**src/design/e1_perf_map.svh**
```systemverilog
// Offsets, field positions, reset values and timing counts for the E1 counter map
// and extracted-signaling bank. Assumes a 40 MHz system clock.
// Notes on behaviour
// - CRC-4 error count is 10 bits: low byte at 00, top bits 5:4 at 01.
// - Framing pattern error count is 12 bits: low byte 02, upper nibble 03 bits 3:0.
// - Alignment position change count is a 3-bit field at 04.
// - Frame synchronisation loss count is a 5-bit field at 05, low bits 4:0.
// - Pattern detector bit error count is 16 bits at 06 (low) and 07 (high).
// - Line code error count is 16 bits at 08/09, violations in AMI or HDB3.
// - Near-end CRC error count is 10 bits: low byte 0A, top bits 5:4 of 0B.
// - Far-end block error count is 10 bits: low byte 0C, top bits 5:4 of 0D.
// - Near-end far-end-block count is 10 bits: low byte 0E, top bits 5:4 of 0F.
// - One signaling register per timeslot at 01-0F and 11-1F.
// - Bit 4 extraction enable resets to 1; enabled slots copy ABCD into bits 3:0.
// - Extraction updates happen only while the signaling multiframe is synchronised.
// - A 0-to-1 edge on manual update refreshes all snapshots together.
// - With automatic update set, all snapshots refresh once every second.
// - Busy is reported during an access; host waits for busy to clear.
`ifndef E1_PERF_MAP_SVH
`define E1_PERF_MAP_SVH

`define ADDR_CRC4_LOW        7'h00
`define ADDR_CRC4_HIGH       7'h01
`define ADDR_FRAMING_LOW     7'h02
`define ADDR_FRAMING_HIGH    7'h03
`define ADDR_ALIGN_CHANGE    7'h04
`define ADDR_FRAME_LOSS      7'h05
`define ADDR_PATTERN_LOW     7'h06
`define ADDR_PATTERN_HIGH    7'h07
`define ADDR_LINE_CODE_LOW   7'h08
`define ADDR_LINE_CODE_HIGH  7'h09
`define ADDR_NEAR_CRC_LOW    7'h0a
`define ADDR_NEAR_CRC_HIGH   7'h0b
`define ADDR_FAR_BLOCK_LOW   7'h0c
`define ADDR_FAR_BLOCK_HIGH  7'h0d
`define ADDR_NEAR_FAR_LOW    7'h0e
`define ADDR_NEAR_FAR_HIGH   7'h0f

// Signaling slots: 1..15 and 17..31, slot number equals address
`define SIG_ADDR_LAST        7'h1f
`define SIG_HOLE_ZERO        5'h00
`define SIG_HOLE_MID         5'h10

// Field positions
`define TEN_BIT_HIGH_POS     4
`define SIG_ENABLE_POS       4
`define CTRL_RWN_POS         7

// Reset values
`define SNAPSHOT_RESET       16'h0000
`define SIG_ENABLE_RESET     1'b1
`define SIG_BITS_RESET       4'h0
`define DATA_RESET           8'h00

// Timing
`define CLK_KHZ              40000
`define UPDATE_PERIOD_MS     1000
`define ONE_SEC_CYCLES_DEF   (`UPDATE_PERIOD_MS * `CLK_KHZ)
`define ACCESS_WAIT          3'h2

`endif

```
**src/design/e1_perf_pkg.sv**
```systemverilog
// Types shared by the E1 counter map and its counter leaf.
// Assumes the header of constants is included by the files that need offsets.
package e1_perf_pkg;

    localparam int NUM_COUNTERS = 9;

    // Counter order, index 0 first
    typedef enum logic [3:0]
    {
        CNT_CRC4      = 4'h0,
        CNT_FRAMING   = 4'h1,
        CNT_ALIGN     = 4'h2,
        CNT_LOSS      = 4'h3,
        CNT_PATTERN   = 4'h4,
        CNT_LINE_CODE = 4'h5,
        CNT_NEAR_CRC  = 4'h6,
        CNT_FAR_BLOCK = 4'h7,
        CNT_NEAR_FAR  = 4'h8
    } counter_id_e;

    // One-cycle event pulses from framer, decoder and pattern detector
    typedef struct packed
    {
        logic nearFarBlock;
        logic farBlockError;
        logic nearCrcError;
        logic lineCodeError;
        logic patternBitError;
        logic frameLoss;
        logic alignmentChange;
        logic framingError;
        logic crc4Error;
    } error_events_s;

    // One received ABCD codeword
    typedef struct packed
    {
        logic       valid;
        logic [4:0] slot;
        logic [3:0] bits;
    } sig_sample_s;

    // Latched indirect command
    typedef struct packed
    {
        logic       signalingSpace;
        logic       readNotWrite;
        logic [6:0] address;
    } access_req_s;

    typedef enum logic [1:0]
    {
        ACC_IDLE = 2'b00,
        ACC_WAIT = 2'b01,
        ACC_DONE = 2'b11
    } access_state_e;

    function automatic int counter_width(input int idx);
        case (idx)
            0, 6, 7, 8: counter_width = 10;
            1:          counter_width = 12;
            2:          counter_width = 3;
            3:          counter_width = 5;
            default:    counter_width = 16;
        endcase
    endfunction : counter_width

endpackage : e1_perf_pkg

```
**src/design/e1_perf_counter_signaling_map.sv**
```systemverilog
// E1 counter snapshot map and extracted-signaling bank behind an indirect port.
// Assumes framer events are one-cycle pulses on mclk and the host polls busy.
`timescale 1ns/1ps
`include "e1_perf_map.svh"
module e1_perf_counter_signaling_map
    import e1_perf_pkg::*;
#(
    parameter int unsigned ONE_SEC_CYCLES = `ONE_SEC_CYCLES_DEF
)
(
    input  wire logic          mclk,           // System clock, 40 MHz
    input  wire logic          rst_n,          // Synchronous reset, active low
    input  wire logic          ctrlWrite,      // Pulse: access control written
    input  wire logic [7:0]    ctrlByte,       // Bit 7 read_write_flag, 6:0 address
    input  wire logic          spaceSelect,    // 0 counter map, 1 signaling bank
    input  wire logic          dataWrite,      // Pulse: access data written
    input  wire logic [7:0]    dataIn,         // indirect_data_byte from host
    input  wire logic          manualUpdate,   // manual_snapshot_update level
    input  wire logic          autoUpdate,     // auto_snapshot_update level
    input  wire error_events_s errEvents,      // Error event pulses
    input  wire sig_sample_s   sigIn,          // Received ABCD codeword
    input  wire logic          multiframeSync, // Signaling multiframe in sync
    output logic     [7:0]     dataOut,        // indirect_data_byte to host
    output logic               busy            // Indirect access in progress
);

    // Counter snapshots, index order as counter_id_e
    // Kept 16 wide; narrow ones zero-extended
    logic [15:0] snaps [NUM_COUNTERS];
    logic [NUM_COUNTERS-1:0] eventVec;
    logic        snapPulse;

    // Update control
    // One pulse for all, so bytes agree
    logic        manualPrev;
    logic        next_manualPrev;
    logic [31:0] secCount;
    logic [31:0] next_secCount;
    logic        secTick;

    // Signaling bank
    // Indexed by slot, equal to address
    logic [3:0]  sigBits   [32];
    logic        sigEnable [32];
    logic [3:0]  next_sigBits   [32];
    logic        next_sigEnable [32];

    // Access engine
    // waitCount spaces latch and answer
    access_state_e accState;
    access_state_e next_accState;
    access_req_s   req;
    access_req_s   next_req;
    logic [2:0]    waitCount;
    logic [2:0]    next_waitCount;
    logic [7:0]    next_dataOut;
    logic          next_busy;

    // Slot 0 and 16 carry framing and multiframe words, not signaling
    // Addresses past the last slot too
    function automatic logic sig_slot_valid(input logic [6:0] addr);
        sig_slot_valid = (addr <= `SIG_ADDR_LAST)
                      && (addr[4:0] != `SIG_HOLE_ZERO)
                      && (addr[4:0] != `SIG_HOLE_MID);
    endfunction : sig_slot_valid

    // Byte view of the counter snapshots; unused bits read zero
    // Counter space above 0f reads zero as well
    function automatic logic [7:0] counter_byte(input logic [6:0] addr);
        logic [7:0] b;
        b = 8'h00;

        case (addr)
            `ADDR_CRC4_LOW:       b = snaps[CNT_CRC4][7:0];
            `ADDR_CRC4_HIGH:      b = {2'h0, snaps[CNT_CRC4][9:8], 4'h0};
            `ADDR_FRAMING_LOW:    b = snaps[CNT_FRAMING][7:0];
            `ADDR_FRAMING_HIGH:   b = {4'h0, snaps[CNT_FRAMING][11:8]};
            `ADDR_ALIGN_CHANGE:   b = {5'h00, snaps[CNT_ALIGN][2:0]};
            `ADDR_FRAME_LOSS:     b = {3'h0, snaps[CNT_LOSS][4:0]};
            `ADDR_PATTERN_LOW:    b = snaps[CNT_PATTERN][7:0];
            `ADDR_PATTERN_HIGH:   b = snaps[CNT_PATTERN][15:8];
            `ADDR_LINE_CODE_LOW:  b = snaps[CNT_LINE_CODE][7:0];
            `ADDR_LINE_CODE_HIGH: b = snaps[CNT_LINE_CODE][15:8];
            `ADDR_NEAR_CRC_LOW:   b = snaps[CNT_NEAR_CRC][7:0];
            `ADDR_NEAR_CRC_HIGH:  b = {2'h0, snaps[CNT_NEAR_CRC][9:8], 4'h0};
            `ADDR_FAR_BLOCK_LOW:  b = snaps[CNT_FAR_BLOCK][7:0];
            `ADDR_FAR_BLOCK_HIGH: b = {2'h0, snaps[CNT_FAR_BLOCK][9:8], 4'h0};
            `ADDR_NEAR_FAR_LOW:   b = snaps[CNT_NEAR_FAR][7:0];
            `ADDR_NEAR_FAR_HIGH:  b = {2'h0, snaps[CNT_NEAR_FAR][9:8], 4'h0};
            default:              b = 8'h00;
        endcase
        counter_byte = b;
    endfunction : counter_byte

    // Flatten the event struct in counter index order
    // Bit i feeds counter i
    assign eventVec = {errEvents.nearFarBlock, errEvents.farBlockError,
                       errEvents.nearCrcError, errEvents.lineCodeError,
                       errEvents.patternBitError, errEvents.frameLoss,
                       errEvents.alignmentChange, errEvents.framingError,
                       errEvents.crc4Error};

    // One live counter and snapshot per error source
    // Shared update pulse and reset
    for (genvar i = 0; i < NUM_COUNTERS; i++)
    begin : g_counter
        localparam int W = counter_width(i);
        logic [W-1:0] snapNarrow;

        error_counter #(.WIDTH(W)) u_counter
        (
            .mclk     (mclk),
            .rst_n    (rst_n),
            .event_in (eventVec[i]),
            .update   (snapPulse),
            .snapshot (snapNarrow)
        );

        assign snaps[i] = 16'(snapNarrow);
    end

    // Group update: manual rising edge or the one-second tick in auto mode
    // Both at once give one snapshot
    // A held level pulses only once
    assign secTick   = autoUpdate && (secCount == ONE_SEC_CYCLES - 1);
    assign snapPulse = (manualUpdate && !manualPrev) || secTick;

    // Next values of the update timer and edge detector
    // Timer rests at zero while auto is off,
    // so the first tick is a full period on
    always_comb
    begin
        next_manualPrev = manualUpdate;
        next_secCount   = secCount;

        if (!autoUpdate || secTick)
        begin
            next_secCount = 32'h0;
        end
        else
        begin
            next_secCount = secCount + 32'h1;
        end
    end

    // Update timer registers
    // Detector resets to the idle level
    always_ff @(posedge mclk)
    begin
        if (!rst_n)
        begin
            manualPrev <= 1'b0;
            secCount   <= 32'h0;
        end
        else
        begin
            manualPrev <= next_manualPrev;
            secCount   <= next_secCount;
        end
    end

    // Next signaling bank; host enable write and extraction touch different bits
    // Disabled slots keep their last codeword
    always_comb
    begin
        for (int s = 0; s < 32; s++)
        begin
            next_sigBits[s]   = sigBits[s];
            next_sigEnable[s] = sigEnable[s];
        end

        if (sigIn.valid && multiframeSync
            && sig_slot_valid({2'h0, sigIn.slot}) && sigEnable[sigIn.slot])
        begin
            next_sigBits[sigIn.slot] = sigIn.bits;
        end

        if (accState == ACC_DONE && req.signalingSpace && !req.readNotWrite
            && sig_slot_valid(req.address))
        begin
            next_sigEnable[req.address[4:0]] = dataOut[`SIG_ENABLE_POS];
        end
    end

    // Signaling bank registers
    // Holes reset enabled; never read
    always_ff @(posedge mclk)
    begin
        for (int s = 0; s < 32; s++)
        begin
            if (!rst_n)
            begin
                sigBits[s]   <= `SIG_BITS_RESET;
                sigEnable[s] <= `SIG_ENABLE_RESET;
            end
            else
            begin
                sigBits[s]   <= next_sigBits[s];
                sigEnable[s] <= next_sigEnable[s];
            end
        end
    end

    // Next state of the indirect access engine
    // Latch, then two waits, then the answer,
    // and busy is seen from the next cycle
    always_comb
    begin
        next_accState  = accState;
        next_req       = req;
        next_waitCount = waitCount;
        next_dataOut   = dataOut;
        next_busy      = busy;

        unique case (accState)
            ACC_IDLE:
            begin
                // Data register is writable only while idle
                if (dataWrite && !ctrlWrite)
                begin
                    next_dataOut = dataIn;
                end

                if (ctrlWrite)
                begin
                    next_req.signalingSpace = spaceSelect;
                    next_req.readNotWrite   = ctrlByte[`CTRL_RWN_POS];
                    next_req.address        = ctrlByte[6:0];
                    next_waitCount          = 3'h0;
                    next_busy               = 1'b1;
                    next_accState           = ACC_WAIT;
                end
            end

            ACC_WAIT:
            begin
                // Host strobes are ignored here; the host must wait on busy
                // keeping the latched request
                if (waitCount == `ACCESS_WAIT - 3'h1)
                begin
                    next_accState = ACC_DONE;
                end
                else
                begin
                    next_waitCount = waitCount + 3'h1;
                end
            end

            ACC_DONE:
            begin
                // Writes land the enable bit here
                if (req.readNotWrite)
                begin
                    if (!req.signalingSpace)
                    begin
                        next_dataOut = counter_byte(req.address);
                    end
                    else if (sig_slot_valid(req.address))
                    begin
                        next_dataOut = {3'h0, sigEnable[req.address[4:0]],
                                        sigBits[req.address[4:0]]};
                    end
                    else
                    begin
                        // Holes answer zero
                        next_dataOut = 8'h00;
                    end
                end

                next_busy     = 1'b0;
                next_accState = ACC_IDLE;
            end

            default:
            begin
                next_busy     = 1'b0;
                next_accState = ACC_IDLE;
            end
        endcase
    end

    // Access engine registers
    // Request stays latched until next command
    always_ff @(posedge mclk)
    begin
        if (!rst_n)
        begin
            accState  <= ACC_IDLE;
            req       <= '0;
            waitCount <= 3'h0;
            dataOut   <= `DATA_RESET;
            busy      <= 1'b0;
        end
        else
        begin
            accState  <= next_accState;
            req       <= next_req;
            waitCount <= next_waitCount;
            dataOut   <= next_dataOut;
            busy      <= next_busy;
        end
    end

endmodule : e1_perf_counter_signaling_map

```
**src/design/error_counter.sv**
```systemverilog
// Live error counter with a snapshot copy taken on a group update.
// Assumes the event and update inputs are synchronous one-cycle pulses.
`timescale 1ns/1ps
`include "e1_perf_map.svh"
module error_counter
    import e1_perf_pkg::*;
#(
    parameter int WIDTH = 16
)
(
    input  wire logic             mclk,     // System clock
    input  wire logic             rst_n,    // Synchronous reset, active low
    input  wire logic             event_in, // Error event pulse
    input  wire logic             update,   // Group snapshot pulse
    output logic      [WIDTH-1:0] snapshot  // Frozen count seen by the host
);

    logic [WIDTH-1:0] live;
    logic [WIDTH-1:0] next_live;
    logic [WIDTH-1:0] next_snapshot;
    logic             atTop;

    // Saturate rather than wrap so a full count is never mistaken for a small one
    assign atTop = &live;

    // Next live and snapshot values
    always_comb
    begin
        next_live     = live;
        next_snapshot = snapshot;
        if (update)
        begin
            next_snapshot = live;
            next_live     = WIDTH'(event_in);
        end
        else if (event_in && !atTop)
        begin
            next_live = live + WIDTH'(1);
        end
    end

    // Registers; snapshot holds zero until the first update
    always_ff @(posedge mclk)
    begin
        if (!rst_n)
        begin
            live     <= '0;
            snapshot <= WIDTH'(`SNAPSHOT_RESET);
        end
        else
        begin
            live     <= next_live;
            snapshot <= next_snapshot;
        end
    end

endmodule : error_counter

```
**config.mk**
```make
export PLATFORM = sky130hd
export DESIGN_NAME = e1_perf_counter_signaling_map
export DESIGN_NICKNAME = d
export VERILOG_FILES = /design/src/design/e1_perf_pkg.sv /design/src/design/e1_perf_counter_signaling_map.sv /design/src/design/error_counter.sv
export VERILOG_INCLUDE_DIRS = /design/src /design/src/design
export SDC_FILE = /design/constraint.sdc
export NUM_CORES = 1
export LEC_CHECK = 0
export BUFFER_PORTS_ARGS = -buffer_cell sky130_fd_sc_hd__clkbuf_2
export CORE_UTILIZATION = 30
export DETAILED_ROUTE_END_ITERATION = 16
export MAX_ROUTING_LAYER = met4
export SLEW_MARGIN = 15
export SYNTH_ARGS = -nofsm -noshare
export SYNTH_HDL_FRONTEND = slang
export SYNTH_HIERARCHICAL = 1
export SYNTH_SLANG_ARGS = --single-unit
```
**constraint.sdc**
```tcl
create_clock -name mclk -period 3.1 [get_ports mclk]
set_clock_uncertainty 0.05 [all_clocks]
set_input_delay 0 -clock mclk [delete_from_list [all_inputs] [get_ports mclk]]
set_output_delay 0 -clock mclk [all_outputs]
set_load 0.05 [all_outputs]
```
==> impl_metrics.tcl, run 1 <==
set metrics [dict create \
    grt_use_total 0.156 \
    holdPathStages 5 \
    cts_tree "yes" \
    clkTransAtPathRegs_ns 0.06 \
    clock-root-buffer "clkbuf_16" \
    cts_buffer_depth 3 \
    synth_area_leaders "dfxtp_1 41%, mux2i_1 14%, mux4_2 5.9%" \
    total_leakage_power_nw 8.45 \
    fp.dieW_um 259 \
    grt_pass1_wl_mm 82.5 \
    synth_most_common_cell "dfxtp_1" \
    yosysTopAreaCell "dfxtp_1" \
    cts_setup_buffers 0 \
    pin_count 52 \
    powerDensity_mw_per_mm2 505 \
    routed_wl_mm 50.9 \
    critPathKind "flip-flop to flip-flop" \
    wire_per_inst_um 17.1 \
    final_nets 2151 \
    whs_ns 0.0391 \
    overflow 0 \
    htreeDepth 2 \
    grt_max_degree 96 \
    dp_hpwl_mm 36.1 \
    numClockSinks 405 \
    syn_area_per_cell_um2 9.77 \
    post-route-drc-count 0 \
    crit_fanout 23 \
    synth_enable_flop_cells 0 \
    ys_ff_latch 405 \
    hold_viol 0 \
    avgViaCountPerCell 5.19 \
    critPathRequiredTime_ns 3.53 \
    drtAntennaViolNets 0 \
    routabilityCongestion 0.853 \
    synth_cell_types 104 \
    antenna_found_initial 3 \
    fp.dieH_um 259 \
    netlist_area_mm2 0.0199 \
    r2r_cells 8 \
    postPlaceCellArea_mm2 0.0210 \
    initial_core_util 0.306 \
    area_delta_synth_final_pct 15.0 \
    yosysSeqAreaShare 0.408 \
    timing.slew.headroom 0.206 \
    outcome "finished, final reports clean" \
    grt_setup_unrepaired "no" \
    min_period_ns 2.73 \
    setup_tns_ns 0 \
    setup_viol 0 \
    port_buffers 51 \
    vias 15500 \
    cp-end-kind "flip-flop" \
    die_area_mm2 0.0673 \
    startpoint_type "flip-flop" \
    final_cell_area_mm2 0.0228 \
    core.rowCount 93 \
    setup_slack_ns 0.367 \
    worstMarginPinSlew_ns 1.19 \
    period_share 0.881 \
    max_freq_mhz 366 \
    maxCapViolCount 0 \
    pre_cts_ws_ns 0.342 \
    synth_warnings 6 \
    synth_nets 2091 \
    syn_inst 2034 \
    drive_gt1_frac 0.145 \
    hold_path_class "input port to flip-flop" \
    slew_violations 0 \
    crit_arrival_ns 3.16 \
    async_flop_share 0 \
    core-area_mm2 0.0649 \
    drtIter0Drc 1208 \
    clk_latency_ns 0.59 \
    netlist_top_cells_count "405 x dfxtp_1, 269 x mux2i_1, 251 x nand2_1" \
    grt_pass1_vias 15000 \
    cts_buffers 46 \
    vdd_ir_drop_max_uv 395 \
    drt_first_pass_iters 5 \
    synth_top_area_share 0.408 \
    synth-main-ff-cell "dfxtp_1" \
]
## layout by cell type, fill, tap and decap left out, types with 27 or more instances in the layout
cell type      instances
a21oi_1               72
buf_4                 49
clkbuf_16             47
clkbuf_2              50
dfxtp_1              403
dlygate4sd3_1         38
mux2i_1              269
mux4_2                52
nand2_1              251
nand2b_1              27
nand3_1               66
nand4_1               28
nor2_1               115
nor2b_1              107
o21ai_0               69
## logic make-up (layout without fill, tap and decap cells)
logic type | Yosys count | in the layout | share of synthesized area
AO/OA/AOI/OAI | 266 | 266 | 0.0880
XOR/XNOR | 36 | 36 | 0.0159
adder cells (fa/ha/maj) | 14 | 14 | 0.00882
buffers and inverters | 156 | 247 | 0.0423
flip-flops | 405 | 405 | 0.408
multiplexers | 328 | 328 | 0.201
other | 0 | 3 | 0
AND/OR/NAND/NOR | 829 | 829 | 0.236
## final timing paths
check	from	endpoint	slack (ns)
setup / recovery	secCount[28]	g_counter[5].u_counter/snapshot[12]	0.37
hold / removal	multiframeSync	sigBits[24][1]	0.04
setup reg to reg	secCount[28]	g_counter[5].u_counter/snapshot[12]	0.37
hold reg to reg	busy	busy	0.40
## stage by stage
step	cells	utilization	power, mW
5_1_grt	2983	0.352	12.0
6_report	2983	0.352	11.5
3_5_place_dp	2863	0.323	6.22
3_3_place_gp	2863	0.323	6.20
2_1_floorplan	2034	-	5.99
4_1_cts	2980	0.352	11.7
## flip-flops by register name (all words and copies together) (netlist names), named ones only
signal	cells
g_counter.u_counter/snapshot	92
dataOut	8
req	9
g_counter.u_counter/live	92
sigBits	128
secCount	32
busy	1
waitCount	3
accState	2
sigEnable	32
manualPrev	1
## repair_timing
action	CTS	global route
hold buffers	38	0
hold endpoints to repair	283	0
setup endpoints to repair	0	0
gates resized for setup	0	0
## final cells by class
type	count	area, um^2
flip-flops and latches	405	8110
fillers	6522	42100
clock inverters	17	194
multi-input cells	1473	11000
well taps	855	1070
diodes	3	7.51
repair buffers	143	1110
clock buffers	62	1290
inverters	25	93.8
## power by group
part           leakage, nW  total [mW]  switching, mW  internal, mW
clock network        0.727        5.39           2.21          3.18
logic                 4.45       0.809          0.499         0.310
registers             3.27        5.34         0.0834          5.26
total                 8.45        11.5           2.79          8.75
## worst max-delay path, cell delays in order, from the launching register on
cell and delay, ns:
dfxtp_1 0.33, or4b_2 0.66, nor4_1 0.34, nand2_1 0.15, o21ai_4 0.25, buf_12 0.27, buf_4 0.27, mux2i_1 0.23
nor2b_1 0.07
## routing by layer
| layer | vias to the layer above | global-route usage | wire, um |
|---|---|---|---|
| met2 | 407 | 0.234 | 22500 |
| li1 | 7472 | - | - |
| met3 | 63 | 0.0312 | 2920 |
| met1 | 7547 | 0.215 | 24700 |
| met4 | 0 | 0.0376 | 799 |
| met5 | - | - | 0 |
Note: power is estimated with default switching activity, not from simulation.
==> run 2: changes to the inputs <==
--- a/config.mk
+++ b/config.mk
@@ -6,6 +6,8 @@
 export SDC_FILE = /design/constraint.sdc
 export NUM_CORES = 1
 export LEC_CHECK = 0
+export ABC_AREA = 1
+export ABC_CLOCK_PERIOD_IN_PS = 3100
 export BUFFER_PORTS_ARGS = -buffer_cell sky130_fd_sc_hd__clkbuf_2
 export CORE_UTILIZATION = 30
 export DETAILED_ROUTE_END_ITERATION = 16
==> impl_metrics.tcl, run 2 <==
set metrics [dict create \
    worst-path-buf-inv 1 \
    max_freq_mhz 375 \
    synth_warnings 6 \
    grt_setup_unrepaired "no" \
    r2r-start "req[6]" \
    critPathRequiredTime_ns 3.59 \
    largest_register "sigBits" \
    p_sw_frac 0.265 \
    seqPwrFrac 0.439 \
    vias 19900 \
    area_delta_synth_final_pct 14.6 \
    syn_area_per_cell_um2 6.73 \
    internal_power_mw 9.10 \
    crit_arrival_ns 3.15 \
    htreeDepth 2 \
    fillers 7278 \
    outcome "finished, final reports clean" \
    yosysSeqAreaShare 0.394 \
    routabilityCongestion 0.894 \
    synth_enable_flop_cells 0 \
    grt_max_degree 72 \
    fp.dieW_um 264 \
    drtIter0Drc 1695 \
    whs_ns 0.0568 \
    critical-path-top-delay-family "simple AND/OR/NAND/NOR gates" \
    routed_wl_mm 60.2 \
    top_regs "sigBits (128), g_counter.u_counter/live (92), g_counter.u_counter/snapshot (92)" \
    grt_use_total 0.174 \
    clkTransAtPathRegs_ns 0.06 \
    final_cell_mix "780 x nand2_1, 404 x dfxtp_1, 357 x nor2_1" \
    clock-root-buffer "clkbuf_16" \
    maxCapViolCount 0 \
    wire_per_inst_um 15.0 \
    yosysTopAreaCell "dfxtp_1" \
    core.rowCount 95 \
    port_buffers 51 \
    cts_tree "yes" \
    hold_viol 0 \
    final_common_cell "nand2_1" \
    worstMarginPinSlew_ns 0.980 \
    largest_reg_flops 128 \
    netlist_top_cells_count "780 x nand2_1, 405 x dfxtp_1, 359 x nor2_1" \
    cts_buffers 46 \
    core-area_mm2 0.0675 \
    startpoint "req[6]" \
    vdd_ir_drop_max_uv 354 \
    synth_nets 3116 \
    synth_cell_types 49 \
    min_period_ns 2.67 \
    ys_ff_latch 405 \
    startpoint_type "flip-flop" \
    powerDensity_mw_per_mm2 525 \
    antenna_found_initial 1 \
    hp-start "sigIn[7]" \
    clk_latency_ns 0.59 \
    timing.slew.headroom 0.346 \
    critPathMaxStageDelay_ns 0.55 \
    dp_hpwl_mm 41.1 \
    synth_top_area_share 0.394 \
    pin_count 52 \
    p_clk_frac 0.465 \
    synth_most_common_cell "nand2_1" \
    grt_pass1_vias 18300 \
    period_share 0.861 \
    final_nets 3150 \
    fin_cells 4003 \
    final_cell_area_mm2 0.0236 \
    postPlaceCellArea_mm2 0.0216 \
    slowest_stage "dlygate4sd3_1" \
    crit_fanout 9 \
    die_area_mm2 0.0697 \
    dp_cells 3883 \
    numClockSinks 405 \
    overflow 0 \
    netlist_area_mm2 0.0206 \
    slew_violations 0 \
    grt_pass1_wl_mm 97.2 \
    drtAntennaViolNets 0 \
    initial_core_util 0.305 \
    post-route-drc-count 0 \
    setup_slack_ns 0.431 \
    p_switching_mw 3.29 \
    worstPathCellList "nor2_2 -> nand2_2 -> nor2_1 -> nand2_1 -> nand3_1 -> nor2_1 -> nand3_1 -> nand2_1 -> a21oi_1 -> dlygate4sd3_1" \
    cts_buffer_depth 3 \
    cp-end-kind "flip-flop" \
    combPwrFrac 0.097 \
    setup_viol 0 \
    setup_tns_ns 0 \
    drt_first_pass_iters 8 \
    critPathKind "flip-flop to flip-flop" \
    fp.dieH_um 264 \
    async_flop_share 0 \
    syn_inst 3059 \
    hold_path_class "input port to flip-flop" \
    total_leakage_power_nw 8.97 \
    drive_gt1_frac 0.0895 \
    avgViaCountPerCell 4.98 \
    cts_setup_buffers 0 \
    pre_cts_ws_ns 0.419 \
    synth-main-ff-cell "dfxtp_1" \
    synth_area_leaders "dfxtp_1 39%, nand2_1 14%, nand3_1 7.5%" \
]
## run 2: layout make-up
class | instances | area, um^2 | area share
antenna | 1 | 2.50 | 0.000106
clock buffer | 60 | 1280 | 0.0545
clock inverter | 24 | 307 | 0.0130
inverter | 247 | 936 | 0.0397
multi-input combinational | 2266 | 10900 | 0.461
sequential | 405 | 8110 | 0.344
tap | 873 | 1090 | 0.0463
timing repair buffer | 127 | 993 | 0.0421
## run 2: power groups by stage
stage | Sequential (mW) | Clock (mW) | Combinational, mW
after floorplan | 5.53 | 0 | 0.814
after global placement | 5.55 | 0 | 1.14
after detailed placement | 5.55 | 0 | 1.14
after CTS | 5.43 | 5.91 | 1.19
after global routing | 5.45 | 6.15 | 1.32
final | 5.44 | 5.76 | 1.20
## run 2: cell families after synthesis
| kind of cell | share of synthesized area |
|---|---|
| AOI/OAI and AO/OA | 0.124 |
| xor gates and xnor gates | 0.0128 |
| buffers and inverters | 0.0805 |
| and+or+nand+nor | 0.381 |
| adders and majority gates | 0.00851 |
| DFF | 0.394 |
## run 2: through the flow
| stage | utilization | total power, mW |
|---|---|---|
| after floorplan | - | 6.35 |
| after global placement | 0.320 | 6.69 |
| after detailed placement | 0.320 | 6.69 |
| after CTS | 0.349 | 12.5 |
| after global routing | 0.349 | 12.9 |
| final | 0.349 | 12.4 |
## run 2: per-layer routing
layer	track usage	vias to the layer above	routed length (um)
li1	-	10200	-
met1	0.238	9108	29100
met2	0.262	518	26000
met3	0.0361	78	4040
met4	0.0418	0	1130
met5	-	-	0
## run 2: repair_timing
| item | CTS | global route |
|---|---|---|
| hold buffers | 36 | 0 |
| resized for setup | 0 | 5 |
| setup endpoints to repair | 0 | 1 |
| endpoints found under the hold margin | 181 | 0 |
## run 2: worst reg2reg max path: stages, from the launching register on
cell and delay [ns]:
dfxtp_1 0.31, nor2_2 0.32, nand2_2 0.22, nor2_1 0.49, nand2_1 0.13, nand3_1 0.16
nor2_1 0.05, nand3_1 0.06, nand2_1 0.12, a21oi_1 0.15, dlygate4sd3_1 0.55
## run 2: path summary, 6_finish.rpt
check             slack (ns)             end  cells past startpoint
setup / recovery        0.43      dataOut[5]                     10
hold / removal          0.06  sigBits[19][0]                      6
setup reg to reg        0.43      dataOut[5]                     10
hold reg to reg         0.38  sigBits[16][2]                      2
